$ cat src/common/timer16_cfg.svh
// Register offsets, field positions, reset values and fixed counts of the compare timer.
`ifndef TIMER16_CFG_SVH
`define TIMER16_CFG_SVH

`define T16_ADDR_ACTION 8'h00
`define T16_ADDR_MODE 8'h01
`define T16_ADDR_FORCE 8'h02
`define T16_ADDR_CNT_LO 8'h03
`define T16_ADDR_CNT_HI 8'h04
`define T16_ADDR_CMP_BASE 8'h05
`define T16_ADDR_FLAGS 8'h0B
`define T16_ADDR_IRQ_EN 8'h0C
`define T16_ADDR_PORT_OUT 8'h0D
`define T16_ADDR_PORT_DIR 8'h0E

`define T16_FLAG_OVF_BIT 0
`define T16_FLAG_MATCH_LSB 1

`define T16_MODE_NORMAL 4'h0
`define T16_MODE_CTC_CMP 4'h4
`define T16_MODE_FAST_8 4'h5
`define T16_MODE_FAST_9 4'h6
`define T16_MODE_FAST_10 4'h7
`define T16_MODE_CTC_CAP 4'h C
`define T16_MODE_FAST_CMP 4'hF

`define T16_TOP_MAX 16'hFFFF
`define T16_TOP_8BIT 16'h00FF
`define T16_TOP_9BIT 16'h01FF
`define T16_TOP_10BIT 16'h03FF
`define T16_BOTTOM 16'h0000

`define T16_RST_BYTE 8'h00
`define T16_RST_WORD 16'h0000
`define T16_RST_MODE 4'h0
`define T16_RST_ACTION 6'h00
`define T16_RST_NIBBLE 4'h0
`define T16_RST_CHAN 3'h0

`endif

$ cat src/common/timer16_pkg.sv
// Types shared by the compare timer and its register port.
package timer16_pkg;

  typedef enum logic [1:0] {
    ACT_NONE = 2'h0,
    ACT_TOGGLE = 2'h1,
    ACT_CLEAR = 2'h2,
    ACT_SET = 2'h3
  } action_e;

  typedef struct packed {
    logic [7:0] addr;
    logic [7:0] wdata;
    logic wr;
    logic rd;
  } bus_req_s;

  localparam int NUM_CHAN = 3;

endpackage

$ cat src/verilog/timer16_output_compare_unit.sv
// Sixteen-bit timer with three output compare channels and pin override.
//
// Notes on behaviour
// With double buffering, compare writes go to the buffer; otherwise straight to live.
// Compare values change only by writes and are read directly, not via staging.
// High byte goes to staging; low byte write loads all sixteen bits at once.
// Force strobe in non-PWM modes acts like a match, without flag or counter change.
// A counter write blocks every compare match in the next timer tick.
// Counter written equal to a variable TOP misses that TOP and runs to 0xFFFF.
// Waveform bits keep their value across waveform mode changes.
// Output action selects are unbuffered and apply from the next match.
// Reset clears every waveform bit to 0.
// Nonzero action select makes the waveform bit replace the port output value.
// Waveform shows on the pin only while the direction bit selects output.
// Action select 0 leaves the waveform bit unchanged on a match.
// Action selects do not reach any capture logic.
// Counting depends only on the waveform mode, never on action selects.
// Non-PWM actions set, clear or toggle; PWM actions pick non-inverted or inverted.
// Normal mode counts up only and wraps from 0xFFFF to 0x0000.
// Overflow flag sets in the tick the counter becomes zero, but not at a compare-A TOP in CTC mode; counting never clears it.
// In Normal mode a counter write is accepted at any time.
// Double buffering active in PWM modes only; buffer moves to live at TOP.
// Equality sets the channel match flag on the tick; enabled flags raise requests.
// Flags clear on interrupt acknowledge or on a written one.
// A counter write sets a block flag that the next timer tick clears.
`timescale 1ns/1ps

`include "timer16_cfg.svh"

module timer16_output_compare_unit (
  input wire logic i_mclk,
  input wire logic i_reset_n,
  input wire logic i_timer_tick,
  input wire timer16_pkg::bus_req_s i_bus,
  input wire logic [3:0] i_irq_ack,
  output logic [7:0] o_rdata,
  output logic [2:0] o_pin_out,
  output logic [2:0] o_pin_oe,
  output logic [3:0] o_irq
);
  import timer16_pkg::*;

  logic [5:0] action_reg;
  logic [5:0] action_next;
  logic [3:0] mode_reg;
  logic [3:0] mode_next;
  logic [15:0] counter_value_reg;
  logic [15:0] counter_value_next;
  logic [7:0] temp_reg;
  logic [7:0] temp_next;
  logic block_reg;
  logic block_next;
  logic [3:0] flag_reg;
  logic [3:0] flag_next;
  logic [3:0] irq_en_reg;
  logic [3:0] irq_en_next;
  logic [2:0] port_out_reg;
  logic [2:0] port_out_next;
  logic [2:0] port_dir_reg;
  logic [2:0] port_dir_next;
  logic [2:0] wave_reg;
  logic [2:0] wave_next;
  logic [7:0] rdata_reg;
  logic [7:0] rdata_next;
  logic [2:0] pin_out_reg;
  logic [2:0] pin_out_next;
  logic [2:0] pin_oe_reg;
  logic [2:0] pin_oe_next;
  logic [3:0] irq_reg;
  logic [3:0] irq_next;
  logic [NUM_CHAN-1:0][15:0] compare_value_reg;
  logic [NUM_CHAN-1:0][15:0] compare_value_next;
  logic [NUM_CHAN-1:0][15:0] compare_buf_reg;
  logic [NUM_CHAN-1:0][15:0] compare_buf_next;

  logic pwm_mode;
  logic clear_at_top;
  logic [15:0] top_value;
  logic top_hit;
  logic counter_write;
  logic force_write;
  logic [2:0] match;
  logic [3:0] flag_set;
  logic [3:0] flag_clear;

  // One step of a channel's waveform bit; BOTTOM handling in PWM overrides a match.
  function automatic logic wave_step(input logic [1:0] act, input logic pwm,
                                     input logic hit, input logic bottom,
                                     input logic cur);
    logic res;
    res = cur;
    if (!pwm) begin
      if (hit) begin
        case (act)
          ACT_TOGGLE: res = ~cur;
          ACT_CLEAR: res = 1'b0;
          ACT_SET: res = 1'b1;
          default: res = cur;
        endcase
      end
    end else begin
      if (hit && act == ACT_CLEAR) begin
        res = 1'b0;
      end else if (hit && act == ACT_SET) begin
        res = 1'b1;
      end
      if (bottom && act == ACT_CLEAR) begin
        res = 1'b1;
      end else if (bottom && act == ACT_SET) begin
        res = 1'b0;
      end
    end
    return res;
  endfunction

  // Mode decode reads only the mode bits and compare A, so action selects cannot steer counting.
  always_comb begin
    pwm_mode = !(mode_reg == `T16_MODE_NORMAL || mode_reg == `T16_MODE_CTC_CMP ||
                 mode_reg == `T16_MODE_CTC_CAP);
    clear_at_top = (mode_reg != `T16_MODE_NORMAL);
    case (mode_reg)
      `T16_MODE_CTC_CMP: top_value = compare_value_reg[0];
      `T16_MODE_FAST_CMP: top_value = compare_value_reg[0];
      `T16_MODE_FAST_8: top_value = `T16_TOP_8BIT;
      `T16_MODE_FAST_9: top_value = `T16_TOP_9BIT;
      `T16_MODE_FAST_10: top_value = `T16_TOP_10BIT;
      default: top_value = `T16_TOP_MAX;
    endcase
  end

  // A blocked tick also blocks the TOP match, so the counter runs on past TOP.
  assign top_hit = i_timer_tick && !block_reg && clear_at_top &&
                   (counter_value_reg == top_value);
  assign counter_write = i_bus.wr && (i_bus.addr == `T16_ADDR_CNT_LO);
  assign force_write = i_bus.wr && (i_bus.addr == `T16_ADDR_FORCE);

  genvar ch;
  generate
    for (ch = 0; ch < NUM_CHAN; ch++) begin : g_chan
      localparam logic [7:0] LoAddr = 8'(`T16_ADDR_CMP_BASE + 2 * ch);
      logic cmp_write;
      logic forced;
      logic [1:0] act;
      assign act = action_reg[2*ch +: 2];
      assign cmp_write = i_bus.wr && (i_bus.addr == LoAddr);
      assign compare_buf_next[ch] = cmp_write ? {temp_reg, i_bus.wdata} :
                                    compare_buf_reg[ch];
      assign compare_value_next[ch] = (cmp_write && !pwm_mode) ? {temp_reg, i_bus.wdata} :
                                      (pwm_mode && top_hit) ? compare_buf_reg[ch] :
                                      compare_value_reg[ch];
      assign match[ch] = i_timer_tick && !block_reg &&
                         (counter_value_reg == compare_value_reg[ch]);
      assign forced = force_write && i_bus.wdata[ch] && !pwm_mode;
      assign wave_next[ch] = wave_step(act, pwm_mode, match[ch] || forced,
                                       top_hit, wave_reg[ch]);
      assign pin_out_next[ch] = (act != ACT_NONE) ? wave_reg[ch] :
                                port_out_reg[ch];
      assign pin_oe_next[ch] = port_dir_reg[ch];
    end
  endgenerate

  always_comb begin
    action_next = action_reg;
    mode_next = mode_reg;
    irq_en_next = irq_en_reg;
    port_out_next = port_out_reg;
    port_dir_next = port_dir_reg;
    temp_next = temp_reg;
    counter_value_next = counter_value_reg;
    block_next = block_reg;
    rdata_next = `T16_RST_BYTE;
    flag_set = `T16_RST_NIBBLE;
    flag_clear = i_irq_ack;

    if (i_bus.wr) begin
      if (i_bus.addr == `T16_ADDR_ACTION) begin
        action_next = i_bus.wdata[5:0];
      end else if (i_bus.addr == `T16_ADDR_MODE) begin
        mode_next = i_bus.wdata[3:0];
      end else if (i_bus.addr == `T16_ADDR_CNT_HI) begin
        temp_next = i_bus.wdata;
      end else if (i_bus.addr == `T16_ADDR_FLAGS) begin
        flag_clear = flag_clear | i_bus.wdata[3:0];
      end else if (i_bus.addr == `T16_ADDR_IRQ_EN) begin
        irq_en_next = i_bus.wdata[3:0];
      end else if (i_bus.addr == `T16_ADDR_PORT_OUT) begin
        port_out_next = i_bus.wdata[2:0];
      end else if (i_bus.addr == `T16_ADDR_PORT_DIR) begin
        port_dir_next = i_bus.wdata[2:0];
      end else if (i_bus.addr >= `T16_ADDR_CMP_BASE && i_bus.addr < `T16_ADDR_FLAGS &&
                   i_bus.addr[0] == 1'b0) begin
        temp_next = i_bus.wdata;
      end
    end

    // The counter may be written in any state of the count; the write wins over a tick.
    if (counter_write) begin
      counter_value_next = {temp_reg, i_bus.wdata};
      block_next = 1'b1;
    end else if (i_timer_tick) begin
      counter_value_next = top_hit ? `T16_BOTTOM : counter_value_reg + 16'h0001;
      block_next = 1'b0;
    end

    if (i_timer_tick && !counter_write) begin
      if (pwm_mode) begin
        flag_set[`T16_FLAG_OVF_BIT] = top_hit || counter_value_reg == `T16_TOP_MAX;
      end else begin
        flag_set[`T16_FLAG_OVF_BIT] = (counter_value_reg == `T16_TOP_MAX);
      end
    end
    flag_set[3:1] = match;

    if (i_bus.rd) begin
      if (i_bus.addr == `T16_ADDR_ACTION) begin
        rdata_next = {2'h0, action_reg};
      end else if (i_bus.addr == `T16_ADDR_MODE) begin
        rdata_next = {4'h0, mode_reg};
      end else if (i_bus.addr == `T16_ADDR_CNT_LO) begin
        rdata_next = counter_value_reg[7:0];
        temp_next = counter_value_reg[15:8];
      end else if (i_bus.addr == `T16_ADDR_CNT_HI) begin
        rdata_next = temp_reg;
      end else if (i_bus.addr == `T16_ADDR_FLAGS) begin
        rdata_next = {4'h0, flag_reg};
      end else if (i_bus.addr == `T16_ADDR_IRQ_EN) begin
        rdata_next = {4'h0, irq_en_reg};
      end else if (i_bus.addr == `T16_ADDR_PORT_OUT) begin
        rdata_next = {5'h00, port_out_reg};
      end else if (i_bus.addr == `T16_ADDR_PORT_DIR) begin
        rdata_next = {5'h00, port_dir_reg};
      end else begin
        for (int i = 0; i < NUM_CHAN; i++) begin
          if (i_bus.addr == 8'(`T16_ADDR_CMP_BASE + 2 * i)) begin
            rdata_next = pwm_mode ? compare_buf_reg[i][7:0] :
                         compare_value_reg[i][7:0];
          end else if (i_bus.addr == 8'(`T16_ADDR_CMP_BASE + 2 * i + 1)) begin
            rdata_next = pwm_mode ? compare_buf_reg[i][15:8] :
                         compare_value_reg[i][15:8];
          end
        end
      end
    end

    // A flag raised in the same cycle as its clear survives.
    flag_next = (flag_reg & ~flag_clear) | flag_set;
    irq_next = flag_next & irq_en_next;
  end

  always_ff @(posedge i_mclk or negedge i_reset_n) begin
    if (!i_reset_n) begin
      action_reg <= `T16_RST_ACTION;
      mode_reg <= `T16_RST_MODE;
      counter_value_reg <= `T16_RST_WORD;
      temp_reg <= `T16_RST_BYTE;
      block_reg <= 1'b0;
      flag_reg <= `T16_RST_NIBBLE;
      irq_en_reg <= `T16_RST_NIBBLE;
      port_out_reg <= `T16_RST_CHAN;
      port_dir_reg <= `T16_RST_CHAN;
      wave_reg <= `T16_RST_CHAN;
      rdata_reg <= `T16_RST_BYTE;
      pin_out_reg <= `T16_RST_CHAN;
      pin_oe_reg <= `T16_RST_CHAN;
      irq_reg <= `T16_RST_NIBBLE;
      compare_value_reg <= '0;
      compare_buf_reg <= '0;
    end else begin
      action_reg <= action_next;
      mode_reg <= mode_next;
      counter_value_reg <= counter_value_next;
      temp_reg <= temp_next;
      block_reg <= block_next;
      flag_reg <= flag_next;
      irq_en_reg <= irq_en_next;
      port_out_reg <= port_out_next;
      port_dir_reg <= port_dir_next;
      wave_reg <= wave_next;
      rdata_reg <= rdata_next;
      pin_out_reg <= pin_out_next;
      pin_oe_reg <= pin_oe_next;
      irq_reg <= irq_next;
      compare_value_reg <= compare_value_next;
      compare_buf_reg <= compare_buf_next;
    end
  end

  assign o_rdata = rdata_reg;
  assign o_pin_out = pin_out_reg;
  assign o_pin_oe = pin_oe_reg;
  assign o_irq = irq_reg;

endmodule // timer16_output_compare_unit

$ cat config.mk
export PLATFORM = sky130hd
export DESIGN_NAME = timer16_output_compare_unit
export DESIGN_NICKNAME = d
export VERILOG_FILES = /design/src/common/timer16_pkg.sv /design/src/verilog/timer16_output_compare_unit.sv
export VERILOG_INCLUDE_DIRS = /design/src /design/src/common
export SDC_FILE = /design/constraint.sdc
export NUM_CORES = 1
export LEC_CHECK = 0
export BUFFER_PORTS_ARGS = -buffer_cell sky130_fd_sc_hd__buf_2
export CORE_MARGIN = 2
export CORE_UTILIZATION = 55
export CTS_CLUSTER_SIZE = 28
export DETAILED_ROUTE_END_ITERATION = 12
export PLACE_DENSITY_LB_ADDON = 0.12
export SYNTH_ARGS = -nofsm -noshare
export SYNTH_HDL_FRONTEND = slang
export SYNTH_SLANG_ARGS = --single-unit
$ cat constraint.sdc
create_clock -name i_mclk -period 8.3 [get_ports i_mclk]
set_input_delay 0.83 -clock i_mclk [delete_from_list [all_inputs] [get_ports i_mclk]]
set_output_delay 0.83 -clock i_mclk [all_outputs]
set_load 0.1 [all_outputs]
==> results_tabular.tex <==
\begin{tabular}{lr}
\hline
Metric & Value \\
\hline
\multicolumn{2}{l}{\textbf{Status}} \\
\quad Run status & completed \\
\multicolumn{2}{l}{\textbf{Synthesis}} \\
\quad Most used standard cells in the synthesized netlist & sky130\_fd\_sc\_hd\_\_dfrtp\_1 (166), sky130\_fd\_sc\_hd\_\_nand2\_1 (138), sky130\_fd\_sc\_hd\_\_nor2\_1 (102), sky130\_fd\_sc\_hd\_\_a21oi\_1 (84), sky130\_fd\_sc\_hd\_\_mux2i\_1 (69) \\
\quad Main synth FF type & sky130\_fd\_sc\_hd\_\_dfrtp\_1 \\
\quad Number of instances in the synthesized netlist & about 1100 \\
\quad Sequential area share after synthesis & 42.1\% \\
\quad Warning count from the yosys run & 0 \\
\quad Most used standard cell by instance count after synthesis & sky130\_fd\_sc\_hd\_\_dfrtp\_1 \\
\quad Async SR Flop Fraction & 100\% \\
\quad Area of the mapped netlist & 9870 um2 \\
\quad Compound-Gate Fraction of Synth Area & between 10\% and 20\% \\
\quad Portion of synthesized cell area occupied by the leading cell type & 42.1\% \\
\quad Area share of and/or/nand/nor cells after synthesis & 19.6\% \\
\quad Post-synth EDFFs & 0 \\
\quad Unique masters post-synth & 75 \\
\quad Proportion of synthesized area in mux cells & roughly 14\% \\
\quad Largest family of logic cells by synthesized area & simple AND/OR/NAND/NOR gates \\
\quad Flop and latch count out of synthesis & about 170 \\
\quad Synthesized netlist net count & approximately 1100 \\
\quad Post-Synth Adder-Cell Area & 0.507\% \\
\quad Cells taking the most area after synthesis & sky130\_fd\_sc\_hd\_\_dfrtp\_1 (42\%), sky130\_fd\_sc\_hd\_\_mux2i\_1 (7.0\%), sky130\_fd\_sc\_hd\_\_mux2\_2 (6.6\%) \\
\quad Yosys top cell by area & sky130\_fd\_sc\_hd\_\_dfrtp\_1 \\
\quad Synthesized area per cell & between 8 and 9 um2 \\
\quad Xor-xnor portion of the synthesized cell area & 3.73\% \\
\multicolumn{2}{l}{\textbf{Layout}} \\
\quad Share of layout cells above drive strength 1 & 14.4\% \\
\quad Area growth, synth to finish & 8.55\% \\
\quad Final \#Nets & 1118 \\
\quad Count of placed standard cells in the final layout, fillers left out & 1327 \\
\quad Number of diodes added for antenna fixing & 0 \\
\quad Final standard cell utilization of the core & 61.5\% \\
\multicolumn{2}{l}{\textbf{CTS}} \\
\quad Clock tree from TritonCTS & yes \\
\quad Post-CTS setup buffers & 0 \\
\quad H-tree depth & 4 \\
\quad Resized cells post-CTS & 0 \\
\quad Clock-pin transition on the worst setup and hold timing paths & about 70 ps \\
\quad Number of sinks driven by the clock tree & 166 \\
\quad TritonCTS buffer count & 17 \\
\quad Count of hold-fix buffers inserted at cts & 0 \\
\quad Skew-Pair Late Insertion Delay & roughly 450 ps \\
\quad Clock root buffer & sky130\_fd\_sc\_hd\_\_clkbuf\_16 \\
\quad Max Root-Sink Buffers & 2 \\
\multicolumn{2}{l}{\textbf{Critical path}} \\
\quad Count of buffer and inverter cells on the critical path & 0 \\
\quad Cells along the critical path & or4b\_4 > and2\_1 > o41a\_1 > a211o\_1 > nor4b\_4 > nand3\_4 > and2\_1 > a221o\_1 \\
\quad Count of cells along the worst register-to-register path & 8 \\
\quad Crit path DAT & 4760 ps \\
\quad Library cell contributing the largest single delay on the critical path & sky130\_fd\_sc\_hd\_\_nand3\_4 \\
\quad Critical Path Stages & 8 \\
\quad Worst R2R Setup Slack & approximately 3900 ps \\
\quad Worst stage delay on the critical path & 860 ps \\
\quad Startpoint-to-endpoint class of the critical path & register to register \\
\quad Dominant delay contributor by cell family on the critical path & simple AND/OR/NAND/NOR gates \\
\quad Reg2reg start & mode\_reg[2] \\
\quad Crit-path most repeated cell & sky130\_fd\_sc\_hd\_\_and2\_1 \\
\quad Reg-to-reg endpoint & compare\_value\_reg[3] \\
\quad Start point of the critical path & mode\_reg[2] \\
\quad CP endpoint & compare\_value\_reg[3] \\
\quad Kind of start point of the critical path & register \\
\quad Crit. End Element & register \\
\quad Required time of the critical path & 8630 ps \\
\quad Critical Path Fanout Max & 52 \\
\multicolumn{2}{l}{\textbf{Placement}} \\
\quad \# placed instances & between 1000 and 1500 \\
\quad HPWL reported at the end of detailed placement & 22100 um \\
\quad Gpl congestion & 0.980 \\
\quad Buffers on Ports & 42 \\
\multicolumn{2}{l}{\textbf{Power and ir drop}} \\
\quad Overall Power & 2.13 mW \\
\quad Leakage power total & 5.07 nW \\
\quad Power Dens Cells & between 150 and 200 nW/um2 \\
\quad Worst IR drop on VDD & 147 uV \\
\multicolumn{2}{l}{\textbf{Detailed routing}} \\
\quad Number of remaining DRC errors & 0 \\
\quad WL/cell & between 20 and 25 um \\
\quad DR iter-0 viols & approximately 1000 \\
\quad Post-detailed-routing wire length & between 30000 and 40000 um \\
\quad Routed via count divided by cell count & between 6 and 7 \\
\quad First-pass iteration count of the detailed router & 5 \\
\quad Number of vias in the routed layout & 8726 \\
\quad Post-route ant nets & 0 \\
\multicolumn{2}{l}{\textbf{Timing}} \\
\quad Worst-case clock skew & 10.5 ps \\
\quad Final critical path time including I/O delays and setup & 4440 ps \\
\quad Actual slew at the worst max-slew pin & 1280 ps \\
\quad Final period utilization & approximately 53\% \\
\quad Max\_slew headroom & between 10\% and 20\% \\
\quad Setup violations, final & 0 \\
\quad Max Fclk & 225 MHz \\
\quad Final number of hold-violating endpoints & 0 \\
\quad RSZ-0062 raised after global routing & no \\
\quad Final TNS setup & 0 ps \\
\quad Final count of pins violating max slew & 0 \\
\multicolumn{2}{l}{\textbf{GRT}} \\
\quad GRT overflow & 0 \\
\quad Number of global-route vias before repair & 7901 \\
\quad Antenna violations before repair & 0 \\
\quad Wire length of the first global-routing pass & 48300 um \\
\quad Aggregate global-route resource usage & 35.2\% \\
\quad Largest net degree at the start of global routing & 113 \\
\multicolumn{2}{l}{\textbf{Floorplan}} \\
\quad Die height & 138 um \\
\quad Starting density of the core & roughly 57\% \\
\quad Horiz. Die Dim & 138 um \\
\quad Placeable core area & around 17000 um2 \\
\quad Count of pins on the block boundary & 43 \\
\quad Die Area & between 15000 and 20000 um2 \\
\quad Total number of placement rows & between 40 and 50 \\
\multicolumn{2}{l}{\textbf{Worst hold path}} \\
\quad Min-Delay Path Class & register to register \\
\quad Critical hold path startpoint & pin\_oe\_next[1] \\
\multicolumn{2}{l}{\textbf{Job}} \\
\quad Max-Cap Viols & 0 \\
\hline
\end{tabular}
cells by family (layout without fill, tap and decap cells):
| kind of cell | after synthesis | in the layout |
|---|---|---|
| buffers and inverters | 109 | 105 |
| adders and majority gates | 4 | 4 |
| AOI/OAI and AO/OA | 252 | 252 |
| xor gates and xnor gates | 42 | 42 |
| and+or+nand+nor | 405 | 405 |
| DFF | 166 | 166 |
| muxes | 128 | 128 |
metrics by stage:
stage,area (um2),hold WS (ps),setup slack [ps]
final,10700,410,3860
after global routing,10700,426,3600
after CTS,10700,409,3900
after detailed placement,10100,394,3910
after global placement,10100,393,4000
after floorplan,9870,368,5280
placed cells by master (no fill, tap or decap), drive strengths merged, types with 4 or more instances in the layout:
cell type	count
nand3	37
and3	8
a31oi	25
nor2b	18
buf	51
a211o	8
a21oi	84
nand3b	4
clkbuf	17
o21ai	54
mux2i	69
a211oi	5
nand2	138
nand2b	10
mux2	59
xor2	36
nor3	22
inv	28
or3	4
clkinv	5
and2	10
nor4	14
or2	5
nor2	102
dfrtp	166
a2111oi	4
o22ai	15
nand4	13
a41oi	4
nand4b	5
xnor2	6
ha	4
power by group:
| part | switching, mW | leakage, nW | internal [mW] |
|---|---|---|---|
| Sequential | 0.119 | 2.23 | 0.861 |
| Clock | 0.384 | 0.288 | 0.432 |
| Combinational | 0.211 | 2.55 | 0.120 |
how the worst min path moves through the flow:
stage                  end  cells past startpoint  slack [ps]
3_5_place_dp   o_pin_oe[1]                      0         390
5_1_grt        o_pin_oe[1]                      0         430
3_3_place_gp   o_pin_oe[1]                      0         390
2_1_floorplan  o_pin_oe[0]                      0         370
6_report       o_pin_oe[1]                      0         410
4_1_cts        o_pin_oe[1]                      0         410
per-layer routing:
metal  part of all wire, %  track usage, %
met3                   8.8            8.26
met1                    42            48.6
met4                   4.8            16.6
met5                     0               0
met2                    45            52.3
worst register-to-register path, stage by stage (launching register included):
cell                      delay [ps]
sky130_fd_sc_hd__dfrtp_1         650
sky130_fd_sc_hd__or4b_4          570
sky130_fd_sc_hd__and2_1          190
sky130_fd_sc_hd__o41a_1          320
sky130_fd_sc_hd__a211o_1         310
sky130_fd_sc_hd__nor4b_4         640
sky130_fd_sc_hd__nand3_4         860
sky130_fd_sc_hd__and2_1          480
sky130_fd_sc_hd__a221o_1         300
layout make-up:
class,count,area (um2)
fillers,1529,6700
multi-input cells,831,5310
flip-flops and latches,166,4150
clock buffers,17,425
repair buffers,51,284
well taps,225,282
clock inverters,15,184
inverters,22,82.6
No activity file was read; power rests on OpenSTA's default activity.
